File: config.mk
export PLATFORM = sky130hd
export DESIGN_NAME = acc_top
export DESIGN_NICKNAME = d
export VERILOG_FILES = /design/src/acc_pkg.sv /design/src/acc_sync_edge.sv /design/src/acc_top.sv
export VERILOG_INCLUDE_DIRS = /design/src
export SDC_FILE = /design/constraint.sdc
export NUM_CORES = 1
export LEC_CHECK = 0
export ABC_AREA = 1
export BUFFER_PORTS_ARGS = -buffer_cell sky130_fd_sc_hd__buf_2
export CORE_MARGIN = 4
export CORE_UTILIZATION = 49
export CTS_BUF_LIST = sky130_fd_sc_hd__clkbuf_16
export DETAILED_ROUTE_END_ITERATION = 7
export GPL_TIMING_DRIVEN = 1
export MAX_ROUTING_LAYER = met4
export PLACE_DENSITY = 0.83
export SKIP_LAST_GASP = 1
export SLEW_MARGIN = 40
export SYNTH_ARGS = -nofsm -noshare
export SYNTH_HDL_FRONTEND = slang
export SYNTH_SLANG_ARGS = --single-unit
File: constraint.sdc
create_clock -name clk -period 1.5 [get_ports clk]
set_input_delay 0.15 -clock clk [delete_from_list [all_inputs] [get_ports clk]]
set_output_delay 0.15 -clock clk [all_outputs]
set_load 0.1 [all_outputs]
File: src/acc_cfg.svh
// Register map, field positions and reset values of the comparator control.
// Assumes an 8-bit register port with a 3-bit word address.
// Operation
// Pin select bit 7 hands the two input pins to the comparator.
// Pull-ups on shared input pins drop while comparator selected or enabled.
// On/off bit 6 powers the comparator; off draws no power.
// Polarity bit 5 passes the result straight or inverted.
// Result bit 4 reads 1 when positive exceeds negative, polarity clear.
// Result drives output pin only when path bit 3 is 0 and pins selected.
// Edge field bits 2..1: 00 rising, 01 falling, 1x both edges.
// Hysteresis bit 0 turns limited hysteresis on.
// Result change sets request flag; with enable it requests the vector.
// Edges come from the internal result bit, never the output pin.
// Flag set by result change during sleep or idle wakes the core.
// Wake only on new flag setting; software presets flag to suppress.
// Enabled comparator keeps running and updating during sleep or idle.
// Selected pins read zero when direction is 1, else port data.
// Software should switch comparator off when unused or before sleep.
// Request flag bit 4, enable bit 0 of third interrupt control, reset 0.
// Comparator interrupt needs the global enable as well.
// Raw result synchronised before edge detection; one transition, one set.
// Writes to result bit ignored; result reads 0 while switched off.
`ifndef ACC_CFG_SVH
`define ACC_CFG_SVH

`define ACC_AW 3
`define ACC_DW 8

`define ACC_OFF_CTRL 3'h0
`define ACC_OFF_IRQC3 3'h1
`define ACC_OFF_GLOBAL 3'h2
`define ACC_OFF_EVT_STAT 3'h3
`define ACC_OFF_EVT_MASK 3'h4

`define ACC_CTRL_RST 8'h81
`define ACC_CTRL_WMASK 8'hEF
`define ACC_BIT_RESULT 4

`define ACC_BIT_FLAG 4
`define ACC_BIT_ENABLE 0
`define ACC_BIT_GIE 0

`define ACC_EVT_EDGE 0
`define ACC_EVT_WAKE 1
`define ACC_EVT_W 2

`define ACC_PIN_POS 0
`define ACC_PIN_NEG 1
`define ACC_PIN_OUT 2

`endif

File: src/acc_pkg.sv
// Types shared by the comparator control modules.
// Assumes acc_cfg.svh is on the include path.
`include "acc_cfg.svh"

package acc_pkg;

	// Control register layout, bit 7 first
	typedef struct packed {
		logic pin_owner_select;
		logic comparator_power_on;
		logic output_invert;
		logic compare_result;
		logic output_path_internal;
		logic irq_edge_sel_hi;
		logic irq_edge_sel_lo;
		logic hysteresis_on;
	} acc_ctrl_s;

	typedef enum logic [1:0] {
		ACC_EDGE_RISE = 2'h0,
		ACC_EDGE_FALL = 2'h1,
		ACC_EDGE_BOTH = 2'h3,
		ACC_EDGE_BOTH_ALT = 2'h2
	} acc_edge_e;

	// One register port request
	typedef struct packed {
		logic wr;
		logic rd;
		logic [`ACC_AW-1:0] addr;
		logic [`ACC_DW-1:0] wdata;
	} acc_bus_req_s;

	// Drive of the three shared pins
	typedef struct packed {
		logic [2:0] o;
		logic [2:0] oe;
	} acc_pad_s;

endpackage

File: src/acc_sync_edge.sv
// Synchroniser, polarity and result register with edge pulses.
// Assumes the raw comparator output is asynchronous to clk.
`timescale 1ns/10ps

module acc_sync_edge
	import acc_pkg::*;
(
	// Clock and reset
	input wire logic clk,
	input wire logic rst,
	// Analog side and controls
	input wire logic raw_in,
	input wire logic invert,
	input wire logic power_on,
	// Result and edges
	output logic result,
	output logic rise,
	output logic fall
);

	logic sync_a;
	logic sync_b;
	logic on_q;
	logic next_result;
	logic live;

	// Two stages; only the second is read
	always_ff @(posedge clk) begin
		if (rst) begin
			sync_a <= 1'b0;
			sync_b <= 1'b0;
		end else begin
			sync_a <= raw_in;
			sync_b <= sync_a;
		end
	end

	assign next_result = power_on & (sync_b ^ invert);
	// Edges from powering up or down are not result changes
	assign live = power_on & on_q;

	always_ff @(posedge clk) begin
		if (rst) begin
			result <= 1'b0;
			on_q <= 1'b0;
			rise <= 1'b0;
			fall <= 1'b0;
		end else begin
			result <= next_result;
			on_q <= power_on;
			rise <= live & next_result & ~result;
			fall <= live & ~next_result & result;
		end
	end

endmodule

File: src/acc_top.sv
// Comparator control: control register, request flag, wake and pin muxing.
// Assumes synchronous inputs except cmp_raw, an 8-bit register port and an external
// interrupt controller that acknowledges the comparator vector.
//
// Local design decisions: the address-and-strobe port and the register offsets.
`timescale 1ns/10ps
`include "acc_cfg.svh"

module acc_top
	import acc_pkg::*;
(
	// Clock and reset
	input wire logic clk,
	input wire logic rst,
	// Register port
	input wire acc_bus_req_s bus_req,
	output logic [`ACC_DW-1:0] rdata,
	// Analog comparator
	input wire logic cmp_raw,
	output logic cmp_power_on,
	output logic cmp_hysteresis_on,
	output logic cmp_inputs_connect,
	// Core power state and interrupt controller
	input wire logic core_sleep,
	input wire logic irq_ack,
	output logic cmp_irq_req,
	output logic wake_req,
	output logic irq,
	// Port logic of the three shared pins
	input wire acc_pad_s gpio_drive,
	input wire logic [2:0] gpio_pull,
	input wire logic [1:0] gpio_dir,
	input wire logic [1:0] gpio_data,
	input wire logic [2:0] pad_in,
	output acc_pad_s pad_drive,
	output logic [2:0] pad_pull,
	output logic [2:0] port_read
);

	// Address match of one register word
	function automatic logic hit(input logic [`ACC_AW-1:0] a,
		input logic [`ACC_AW-1:0] off);
		hit = (a == off);
	endfunction

	acc_ctrl_s ctrl;
	logic result;
	logic rise;
	logic fall;
	logic edge_hit;
	logic flag;
	logic flag_en;
	logic gie;
	logic [`ACC_EVT_W-1:0] evt_stat;
	logic [`ACC_EVT_W-1:0] evt_mask;
	logic [`ACC_EVT_W-1:0] evt_set;
	logic wr_ctrl;
	logic wr_irqc;
	logic wr_gie;
	logic wr_stat;
	logic wr_mask;
	logic new_set;
	logic next_flag;
	logic out_to_pin;
	logic sel_or_on;
	acc_edge_e edge_mode;
	logic [`ACC_DW-1:0] next_rdata;

	// Write decode
	assign wr_ctrl = bus_req.wr & hit(bus_req.addr, `ACC_OFF_CTRL);
	assign wr_irqc = bus_req.wr & hit(bus_req.addr, `ACC_OFF_IRQC3);
	assign wr_gie = bus_req.wr & hit(bus_req.addr, `ACC_OFF_GLOBAL);
	assign wr_stat = bus_req.wr & hit(bus_req.addr, `ACC_OFF_EVT_STAT);
	assign wr_mask = bus_req.wr & hit(bus_req.addr, `ACC_OFF_EVT_MASK);

	// Control register; the result bit is not stored here
	always_ff @(posedge clk) begin
		if (rst) begin
			ctrl <= acc_ctrl_s'(`ACC_CTRL_RST);
		end else if (wr_ctrl) begin
			ctrl <= acc_ctrl_s'(bus_req.wdata & `ACC_CTRL_WMASK);
		end
	end

	// Analog controls
	assign cmp_power_on = ctrl.comparator_power_on;
	assign cmp_hysteresis_on = ctrl.hysteresis_on;
	assign cmp_inputs_connect = ctrl.pin_owner_select;

	// Synchronised, polarity-corrected result
	acc_sync_edge u_sync_edge (
		.clk(clk),
		.rst(rst),
		.raw_in(cmp_raw),
		.invert(ctrl.output_invert),
		.power_on(ctrl.comparator_power_on),
		.result(result),
		.rise(rise),
		.fall(fall)
	);

	// Edge selection
	assign edge_mode = acc_edge_e'({ctrl.irq_edge_sel_hi,
		ctrl.irq_edge_sel_lo});

	always_comb begin
		case (edge_mode)
			ACC_EDGE_RISE: begin
				edge_hit = rise;
			end
			ACC_EDGE_FALL: begin
				edge_hit = fall;
			end
			ACC_EDGE_BOTH, ACC_EDGE_BOTH_ALT: begin
				edge_hit = rise | fall;
			end
			default: begin
				edge_hit = 1'b0;
			end
		endcase
	end

	// Request flag: hardware set wins over software clear and acknowledge
	always_comb begin
		next_flag = flag;
		if (wr_irqc) begin
			next_flag = bus_req.wdata[`ACC_BIT_FLAG];
		end else if (irq_ack) begin
			next_flag = 1'b0;
		end
		if (edge_hit) begin
			next_flag = 1'b1;
		end
	end

	always_ff @(posedge clk) begin
		if (rst) begin
			flag <= 1'b0;
		end else begin
			flag <= next_flag;
		end
	end

	// Flag enable and global enable
	always_ff @(posedge clk) begin
		if (rst) begin
			flag_en <= 1'b0;
		end else if (wr_irqc) begin
			flag_en <= bus_req.wdata[`ACC_BIT_ENABLE];
		end
	end

	always_ff @(posedge clk) begin
		if (rst) begin
			gie <= 1'b0;
		end else if (wr_gie) begin
			gie <= bus_req.wdata[`ACC_BIT_GIE];
		end
	end

	// Vector request to the interrupt controller
	assign cmp_irq_req = flag & flag_en & gie;

	// A wake needs a flag that was clear; a preset flag blocks it
	assign new_set = edge_hit & ~flag;

	always_ff @(posedge clk) begin
		if (rst) begin
			wake_req <= 1'b0;
		end else begin
			wake_req <= new_set & core_sleep &
				ctrl.comparator_power_on;
		end
	end

	// Sticky event status, write one to clear; new events win
	always_comb begin
		evt_set = '0;
		evt_set[`ACC_EVT_EDGE] = edge_hit;
		evt_set[`ACC_EVT_WAKE] = new_set & core_sleep &
			ctrl.comparator_power_on;
	end

	always_ff @(posedge clk) begin
		if (rst) begin
			evt_stat <= '0;
		end else if (wr_stat) begin
			evt_stat <= (evt_stat &
				~bus_req.wdata[`ACC_EVT_W-1:0]) | evt_set;
		end else begin
			evt_stat <= evt_stat | evt_set;
		end
	end

	always_ff @(posedge clk) begin
		if (rst) begin
			evt_mask <= '0;
		end else if (wr_mask) begin
			evt_mask <= bus_req.wdata[`ACC_EVT_W-1:0];
		end
	end

	assign irq = |(evt_stat & evt_mask);

	// Read data, valid in the cycle after the read strobe only
	always_comb begin
		next_rdata = '0;
		if (bus_req.rd) begin
			case (bus_req.addr)
				`ACC_OFF_CTRL: begin
					next_rdata = ctrl;
					// Power-off masks the result at once, not a cycle late
					next_rdata[`ACC_BIT_RESULT] = result &
						ctrl.comparator_power_on;
				end
				`ACC_OFF_IRQC3: begin
					next_rdata[`ACC_BIT_FLAG] = flag;
					next_rdata[`ACC_BIT_ENABLE] = flag_en;
				end
				`ACC_OFF_GLOBAL: begin
					next_rdata[`ACC_BIT_GIE] = gie;
				end
				`ACC_OFF_EVT_STAT: begin
					next_rdata[`ACC_EVT_W-1:0] = evt_stat;
				end
				`ACC_OFF_EVT_MASK: begin
					next_rdata[`ACC_EVT_W-1:0] = evt_mask;
				end
				default: begin
					next_rdata = '0;
				end
			endcase
		end
	end

	always_ff @(posedge clk) begin
		if (rst) begin
			rdata <= '0;
		end else begin
			rdata <= next_rdata;
		end
	end

	// Pin ownership
	assign out_to_pin = ctrl.pin_owner_select &
		~ctrl.output_path_internal;
	assign sel_or_on = ctrl.pin_owner_select | ctrl.comparator_power_on;

	always_comb begin
		pad_drive = gpio_drive;
		if (ctrl.pin_owner_select) begin
			pad_drive.o[`ACC_PIN_POS] = 1'b0;
			pad_drive.oe[`ACC_PIN_POS] = 1'b0;
			pad_drive.o[`ACC_PIN_NEG] = 1'b0;
			pad_drive.oe[`ACC_PIN_NEG] = 1'b0;
		end
		if (out_to_pin) begin
			pad_drive.o[`ACC_PIN_OUT] = result;
			pad_drive.oe[`ACC_PIN_OUT] = 1'b1;
		end
	end

	// Pull-ups of the input pins drop while the comparator has them or is powered on
	always_comb begin
		pad_pull = gpio_pull;
		if (sel_or_on) begin
			pad_pull[`ACC_PIN_POS] = 1'b0;
			pad_pull[`ACC_PIN_NEG] = 1'b0;
		end
	end

	// Port read-back of the input pins while they are taken over
	always_comb begin
		port_read = pad_in;
		if (ctrl.pin_owner_select) begin
			port_read[`ACC_PIN_POS] = gpio_dir[`ACC_PIN_POS] ? 1'b0 :
				gpio_data[`ACC_PIN_POS];
			port_read[`ACC_PIN_NEG] = gpio_dir[`ACC_PIN_NEG] ? 1'b0 :
				gpio_data[`ACC_PIN_NEG];
		end
	end

endmodule

Yosys cells after proc, flatten, opt, wreduce, memory -nomap -nowiden
Cells that the tools add are included.

Bits in registers: 29. Output and inout bits: 26. Word-level logic and storage cells: 83. Bits of input ports: 34.

Multiplexer cells: 16. Eq/ne operators: 7. Bitwise logic cells: 32. Reductions and logical operators: 7.

Operator list (number): 1-bit AND (18); 2-bit two-way mux (5); 1-bit two-way mux (7); 3-bit by 2-bit == test with 1-bit output (second input constant) (2); 1-bit NOT (6); 1-bit one-hot mux with 3 select lines (2); 2-bit OR reduction (3); 1-bit one-hot mux with 5 select lines (1); 2-bit AND (2); 2-bit == test (second input constant) (2); 2-bit bitwise OR (2); 3-bit by 1-bit == test with 1-bit output (second input constant) (1); 3-bit == test (second input constant) (1); 3-bit zero test (1); 3-bit nonzero test (1); 3-bit OR reduction (1); 2-bit by 1-bit == test with 1-bit output (second input constant) (1); 2-bit zero test (1); 2-bit NOT (1); 1-bit bitwise OR (2); 1-bit one-hot mux with 2 select lines (1); 1-bit bitwise XOR (1).

Longest topological paths before layout
Gate-level depths: netlist of the first run.

Word-level depth: 8. Gate-level depth with buffers: 7. Mapped depth without buffers: 7.

Modules after synthesis
From an unflattened synthesis of the first run, not the netlist that was laid out.

Cell total of the unflattened synthesis: 181. Area total of the unflattened synthesis: 1316.3 µm².

Modules (own cells, without submodules): acc_top (seq. area each 460.4 µm², cells an instance 154, times used 1, area each 1102.3 µm²); acc_sync_edge (seq. area each 120.1 µm², cells an instance 27, times used 1, area each 214.0 µm²).

Worst setup path after synthesis of the first run
Ideal clock, no wire load.

Path kind: reg2out. From: reg ctrl (netlist bit cmp_inputs_connect). To: out port_read[0]. Setup slack: -2.114 ns. Cell stages (with the launch flop): 4. Required time: 1.350 ns. Path buffers: 1. Arrival: 3.464 ns. Cell sequence: dfxtp_1 > clkbuf_1 > nand2_1 > o21ai_0.

Cells in the longest elaborated chain, start to end: 1.

Ends and longest elaborated chain: start, declared (line acc_top.sv:46) `acc_ctrl_s ctrl;`; start signal, assigned (line acc_top.sv:79) `` ctrl <= acc_ctrl_s'(`ACC_CTRL_RST); ``; start signal, assigned (line acc_top.sv:81) `` ctrl <= acc_ctrl_s'(bus_req.wdata & `ACC_CTRL_WMASK); ``; 2-bit two-way mux (line acc_top.sv:275) `if (ctrl.pin_owner_select) begin`; end, declared (line acc_top.sv:37) `output logic [2:0] port_read`.

Every way passes these cells.

==> metrics.md, run 1 <==
| Metric | Value |
|---|---|
| WP data arrival | 1.31 ns |
| Initial Util | 51.6% |
| CP max stage delay | 0.40 ns |
| Largest net degree at the start of global routing | 17 |
| Antenna diodes | 0 |
| Tmin final | 1.46 ns |
| Initial DRC Count | 44 |
| Wirelength per Cell | 11.8 um |
| Pre-CTS setup slack | 0.322 ns |
| Hold bufs inserted after CTS | 0 |
| Worst-Margin Slew | 0.489 ns |
| Die width | 59.3 um |
| Mapped Area | 1290 um^2 |
| Drt via density | 4.93 |
| Tcrit/Tclk final | 97.4% |
| Io pins | 60 |
| Status | finished clean |
| Synth cell types | 26 |
| Proportion of layout cells with a drive suffix above 1 | 36.9% |
| PwrDens | 1080 nW/um^2 |
| Nets | 267 |
| Clk buf depth | 2 |
| Gate Count Post-Synth | 177 |
| Clk Latency, worst-skew pair | 0.27 ns |
| Die height | 59.3 um |
| H-tree levels | 2 |
| First-pass detailed-route iteration total | 5 |
| CORE AREA | 2500 um^2 |
| Avg Synthesized Cell Area | 7.28 um^2 |
| Die ar. | 3510 um^2 |
| Hpwl dp | 2390 um |
| Final setup violation count | 0 |
| CP endpoint kind | primary output |
| Slew headroom | 67.6% |
| Critical Path Start Type | register |
| Remaining antenna violation count | 0 |
| Post-CTS Setup Bufs | 0 |
| CTS tree | built |
| Max_cap viols | 0 |
| Worst Path Required | 1.35 ns |
| Achievable Freq | 685 MHz |
| First-pass GRT wire length | 5130 um |
| Vias | 1296 |
| Initial antenna violation count | 0 |
| GR Overflow Total | 0 |
| DRT Wirelength | 3100 um |
| Setup_tns | 0 ns |
| DRC viols | 0 |
| CP Cell Sequence | nand2_1 -> mux2_2 -> buf_12 |
| CTS buffer count | 5 |
| Final Hold Viols | 0 |
| Final worst slack | 0.0395 ns |
| Total power | 1.96 mW |
| R2R Setup Slk | 0.41 ns |
| Port bufs | 55 |
| Area Overhead vs Synth | 40.4% |
| #FFs+latches synth | 29 |
| Final setup skew | 0.00296 ns |
| Peak supply drop | 0.00111 V |
| Reg clk slew, reported paths | 0.05 ns |
| Fin. max-slew vios | 0 |
| Worst setup path class | register to primary output |
| Number of global-route vias before repair | 1232 |
| Crit-path max FO | 12 |
| Fin cells | 263 |
| Unrepaired setup endpoints after global routing | yes |
| Root Buffer Master | clkbuf_16 |
| Register area share after synthesis | 45.0% |
| Total track usage | 20.5% |
| YS warnings | 0 |
| Leak | 0.878 nW |
| Clock sink total | 29 |
| Net Count, Synth | 211 |
| Cell at the slowest stage of the critical path | dfxtp_4 |
| Placed instance count | 256 |
| Hold crit path type | input port to register |
| Row cnt | 18 |
| Resized cells post-CTS | 0 |
| Routability cong. | 0.863 |
==> worst paths after layout <==
kind / from / to / depth (start not counted)
max: cmp_inputs_connect$_SDFFE_PP1P_ / pad_drive[5] / 3
min reg2reg: u_sync_edge.sync_a$_SDFF_PP0_ / u_sync_edge.sync_b$_SDFF_PP0_ / 2
min: bus_req[7] / cmp_inputs_connect$_SDFFE_PP1P_ / 3
max reg2reg: ctrl[1]$_SDFFE_PP0P_ / flag$_SDFFE_PP0P_ / 6
==> report_power, final <==
part / leakage [nW] / total [mW] / switching [mW] / internal, mW
Combinational: 0.574 / 0.270 / 0.186 / 0.0844
Clock: 0.0685 / 0.896 / 0.307 / 0.588
Sequential: 0.235 / 0.797 / 0.0124 / 0.784
==> per-stage QoR <==
step	instance area [um^2]	util, %	hold slack, ns
after CTS	1810	72.3	0.0764
after floorplan	1370	-	0.257
final	1810	72.4	0.0813
after detailed placement	1670	67.0	0.301
after global placement	1670	67.0	0.301
after global routing	1810	72.4	0.0811
==> cells by family (layout without fill, tap and decap cells) <==
kind of cell           Yosys count  after routing  synth area share [%]
and+or+nand+nor                100            100                  36.8
DFF                             29             29                  45.0
buffers and inverters           31             87                  10.2
AOI/OAI and AO/OA               16             16                  7.09
muxes                            1              1                 0.874
==> layout by cell type (no fill, tap or decap) <==
cell       instances
o21ai_4            2
dfxtp_2            1
nor2_1            23
nand2_2            2
o21ai_0            3
buf_2             51
nor4_1             1
clkbuf_16          5
inv_1             22
nand2_4            2
inv_2              3
clkinv_1           1
nor2_4             1
dfxtp_4            1
nor2_2             6
nor3_1             2
a22o_1             1
nor2_8             1
nor3_4             1
a21oi_2            2
inv_4              1
buf_12             3
nor3b_4            2
nand4_1            3
mux2_2             1
clkbuf_4           1
nand2_1           40
a21oi_1            8
dfxtp_1           27
nand3_1           16
==> worst max-delay path: cells and delay by family, from the launching register on <==
| family | cells | cell delay [ns] |
|---|---|---|
| mux | 1 | 0.36 |
| buf+inv | 1 | 0.17 |
| flops | 1 | 0.40 |
| simple gates | 1 | 0.10 |
==> per-layer routing <==
metal / GRT usage [%] / vias to the layer above / wire length, um
met3: 9.15 / 5 / 391
li1: - / 659 / -
met2: 33.9 / 62 / 1450
met1: 21.1 / 570 / 1210
met4: 8.09 / 0 / 51
met5: - / - / 0
==> cells in the mapped netlist, drive strengths merged <==
master / number / share of area, %
nand2: 44 / 14
nor2: 31 / 11
dfxtp: 29 / 45
inv: 25 / 7.5
nand3: 16 / 6.2
a21oi: 10 / 4.5
o21ai: 5 / 1.9
buf: 4 / 2.0
nand4: 3 / 1.5
nor3: 3 / 2.0
clkbuf: 2 / 0.68
nor3b: 2 / 1.2
a22o: 1 / 0.68
mux2: 1 / 0.87
nor4: 1 / 0.49
==> sequential cells by signal, indices dropped and copies added, names as in the netlist <==
signal              count
evt_stat                2
cmp_hysteresis_on       1
flag                    1
evt_mask                2
u_sync_edge.sync_b      1
u_sync_edge.sync_a      1
flag_en                 1
u_sync_edge.on_q        1
rdata                   8
cmp_inputs_connect      1
wake_req                1
u_sync_edge.fall        1
u_sync_edge.result      1
cmp_power_on            1
ctrl                    4
gie                     1
u_sync_edge.rise        1
==> final cells by class <==
cell class / count / area, um^2
multi-input combinational: 117 / 634
fill: 199 / 691
sequential: 29 / 586
inverter: 25 / 96.3
timing repair buffer: 55 / 323
tap: 30 / 37.5
clock buffer: 5 / 125
clock inverter: 2 / 7.51
(Power assumes the default switching activity.)
==> run 2, diff against run 1 <==
--- a/config.mk
+++ b/config.mk
@@ -9,12 +9,12 @@
 export ABC_AREA = 1
 export BUFFER_PORTS_ARGS = -buffer_cell sky130_fd_sc_hd__buf_2
 export CORE_MARGIN = 4
-export CORE_UTILIZATION = 49
+export CORE_UTILIZATION = 40
 export CTS_BUF_LIST = sky130_fd_sc_hd__clkbuf_16
 export DETAILED_ROUTE_END_ITERATION = 7
 export GPL_TIMING_DRIVEN = 1
 export MAX_ROUTING_LAYER = met4
-export PLACE_DENSITY = 0.83
+export PLACE_DENSITY = 0.7
 export SKIP_LAST_GASP = 1
 export SLEW_MARGIN = 40
 export SYNTH_ARGS = -nofsm -noshare
==> run 2 against run 1 <==
Against the previous run:
- register-to-register slack got worse by 0.03 ns
- die area increased by 19%
- first-iteration DRC count increased by 25%
- final cell count increased by 5.7%
- final area increased by 2.8%
- clock power increased by 22%
- utilization decreased by 12 points
- worst hold slack got worse by 0.0042 ns
- global-route usage decreased by 3.1 points
- total power increased by 10%
- sequential power about the same
- critical path type unchanged
- critical endpoint unchanged
- largest cell class unchanged
==> metrics.md, run 2 (same netlist as run 1, synthesis figures left out) <==
| Metric | Value |
|---|---|
| Status | finished clean |
| Commonest non-fill, non-tap cell in the layout | buf_2 |
| Hold bufs inserted after CTS | 0 |
| CTS buffer count | 5 |
| Die height | 64.8 um |
| Endpoint, Worst Hold | u_sync_edge.sync_a$_SDFF_PP0_ |
| Fin util | 60.4% |
| Initial DRC Count | 55 |
| Most frequent cells in the layout | buf_2, nand2_1, dfxtp_1, nor2_1, inv_1 |
| Reg power frac | 36.8% |
| Clk buf depth | 2 |
| Slew headroom | 67.1% |
| Vias | 1301 |
| Final setup violation count | 0 |
| Tcrit/Tclk final | 98.4% |
| GR Overflow Total | 0 |
| Critical Path Start Type | register |
| Pre-CTS setup slack | 0.309 ns |
| Total power | 2.16 mW |
| P_int | 1.64 mW |
| Hold crit path type | input port to register |
| Largest net degree at the start of global routing | 17 |
| Final setup skew | 0.00277 ns |
| Top Registers | rdata x8, ctrl x4 |
| First-pass detailed-route iteration total | 5 |
| Proportion of layout cells with a drive suffix above 1 | 37.2% |
| Wirelength per Cell | 11.7 um |
| WP data arrival | 1.33 ns |
| PwrDens | 1160 nW/um^2 |
| Die ar. | 4190 um^2 |
| Die width | 64.8 um |
| Max_cap viols | 0 |
| Area Overhead vs Synth | 44.3% |
| CP endpoint kind | primary output |
| Worst setup path class | register to primary output |
| Root Buffer Master | clkbuf_16 |
| CORE AREA | 3080 um^2 |
| DRT Wirelength | 3260 um |
| R2R Setup Slk | 0.38 ns |
| Port bufs | 55 |
| Fin. max-slew vios | 0 |
| Remaining antenna violation count | 0 |
| P_sw | 0.525 mW |
| First-pass GRT wire length | 5440 um |
| Worst r2r path cells | 4 |
| Clock Power Share | 50.6% |
| Worst-Margin Slew | 0.496 ns |
| Achievable Freq | 678 MHz |
| Initial Util | 41.9% |
| Comb pwr share | 12.5% |
| Io pins | 60 |
| Final worst slack | 0.0245 ns |
| Switching fraction of total power | 24.3% |
| Clk Latency, worst-skew pair | 0.27 ns |
| DRC viols | 0 |
| Peak supply drop | 0.000809 V |
| Leak | 0.894 nW |
| Routability cong. | 0.867 |
| Fin cells | 278 |
| Worst Path Required | 1.35 ns |
| Total track usage | 17.4% |
| Hold Crit Start | cmp_raw |
| Antenna diodes | 0 |
| Crit-path max FO | 12 |
| CTS tree | built |
| Reg clk slew, reported paths | 0.05 ns |
| Largest Register | rdata |
| Final Hold Viols | 0 |
| H-tree levels | 2 |
| Placed instance count | 270 |
| Unrepaired setup endpoints after global routing | yes |
| Hpwl dp | 2470 um |
| Setup_tns | 0 ns |
| Filler cell count | 281 |
| Number of global-route vias before repair | 1212 |
| WHS Path Cells | 3 |
| FF-to-FF End | evt_stat[1]$_SDFF_PP0_ |
| Max reg flops | 8 |
| Row cnt | 20 |
| Drt via density | 4.68 |
| Initial antenna violation count | 0 |
| Nets | 267 |
| Clock sink total | 29 |
| Reg2reg start | cmp_power_on$_SDFFE_PP0P_ |
| Tmin final | 1.48 ns |
[run 2: cell types whose count changed in the layout (fill, tap and decap cells not counted)]
| cell | before | now |
|---|---|---|
| buf_2 | 51 | 50 |
| bufinv_16 | 0 | 1 |
| clkbuf_4 | 1 | 2 |
[run 2: cell type report]
class,instances,area [um^2],share of cell area (%)
clock buffer,5,125,6.73
inverter,25,96.3,5.18
multi-input combinational,117,634,34.1
timing repair buffer,55,325,17.5
sequential,29,586,31.5
clock inverter,3,37.5,2.02
tap,44,55.1,2.96
[run 2: power by group through the flow]
stage	registers, mW	logic [mW]	clock network (mW)
after floorplan	0.833	0.185	0
after global placement	0.810	0.269	0
after detailed placement	0.811	0.271	0
after CTS	0.796	0.271	1.11
after global routing	0.797	0.290	1.15
final	0.796	0.271	1.09
[run 2: metal layers]
layer | part of all wire (%) | vias to the layer above | track usage [%]
met5 | 0 | - | -
met4 | 1.2 | 0 | 5.54
met3 | 10 | 6 | 6.59
met2 | 47 | 67 | 28.9
met1 | 41 | 565 | 19.3
li1 | - | 663 | -
[run 2: through the flow]
stage	area (um^2)	hold slack, ns
after floorplan	1370	0.257
after global placement	1690	0.301
after detailed placement	1690	0.301
after CTS	1850	0.0793
after global routing	1860	0.101
final	1860	0.0770
[run 2: repair_timing]
| item | in CTS | in global routing |
|---|---|---|
| buffers inserted | 0 | 0 |
| gates resized for setup | 0 | 2 |
| setup endpoints to repair | 0 | 3 |
[run 2: worst max path at each step]
stage	startpoint	end	slack, ns	cells past startpoint
floorplan	cmp_inputs_connect$_SDFFE_PP1P_	pad_pull[0]	-0.15	2
global placement	cmp_inputs_connect$_SDFFE_PP1P_	pad_drive[5]	0.34	3
detailed placement	cmp_inputs_connect$_SDFFE_PP1P_	pad_drive[5]	0.31	3
CTS	cmp_inputs_connect$_SDFFE_PP1P_	pad_drive[5]	0.01	3
global route	cmp_inputs_connect$_SDFFE_PP1P_	pad_drive[5]	-0.02	3
finish	cmp_inputs_connect$_SDFFE_PP1P_	pad_drive[5]	0.02	3
[run 2: worst max-delay path, cell delays in order, from the launching register on]
cell and delay (ns):
dfxtp_4 0.40, nand2_1 0.11, mux2_2 0.37, buf_12 0.17
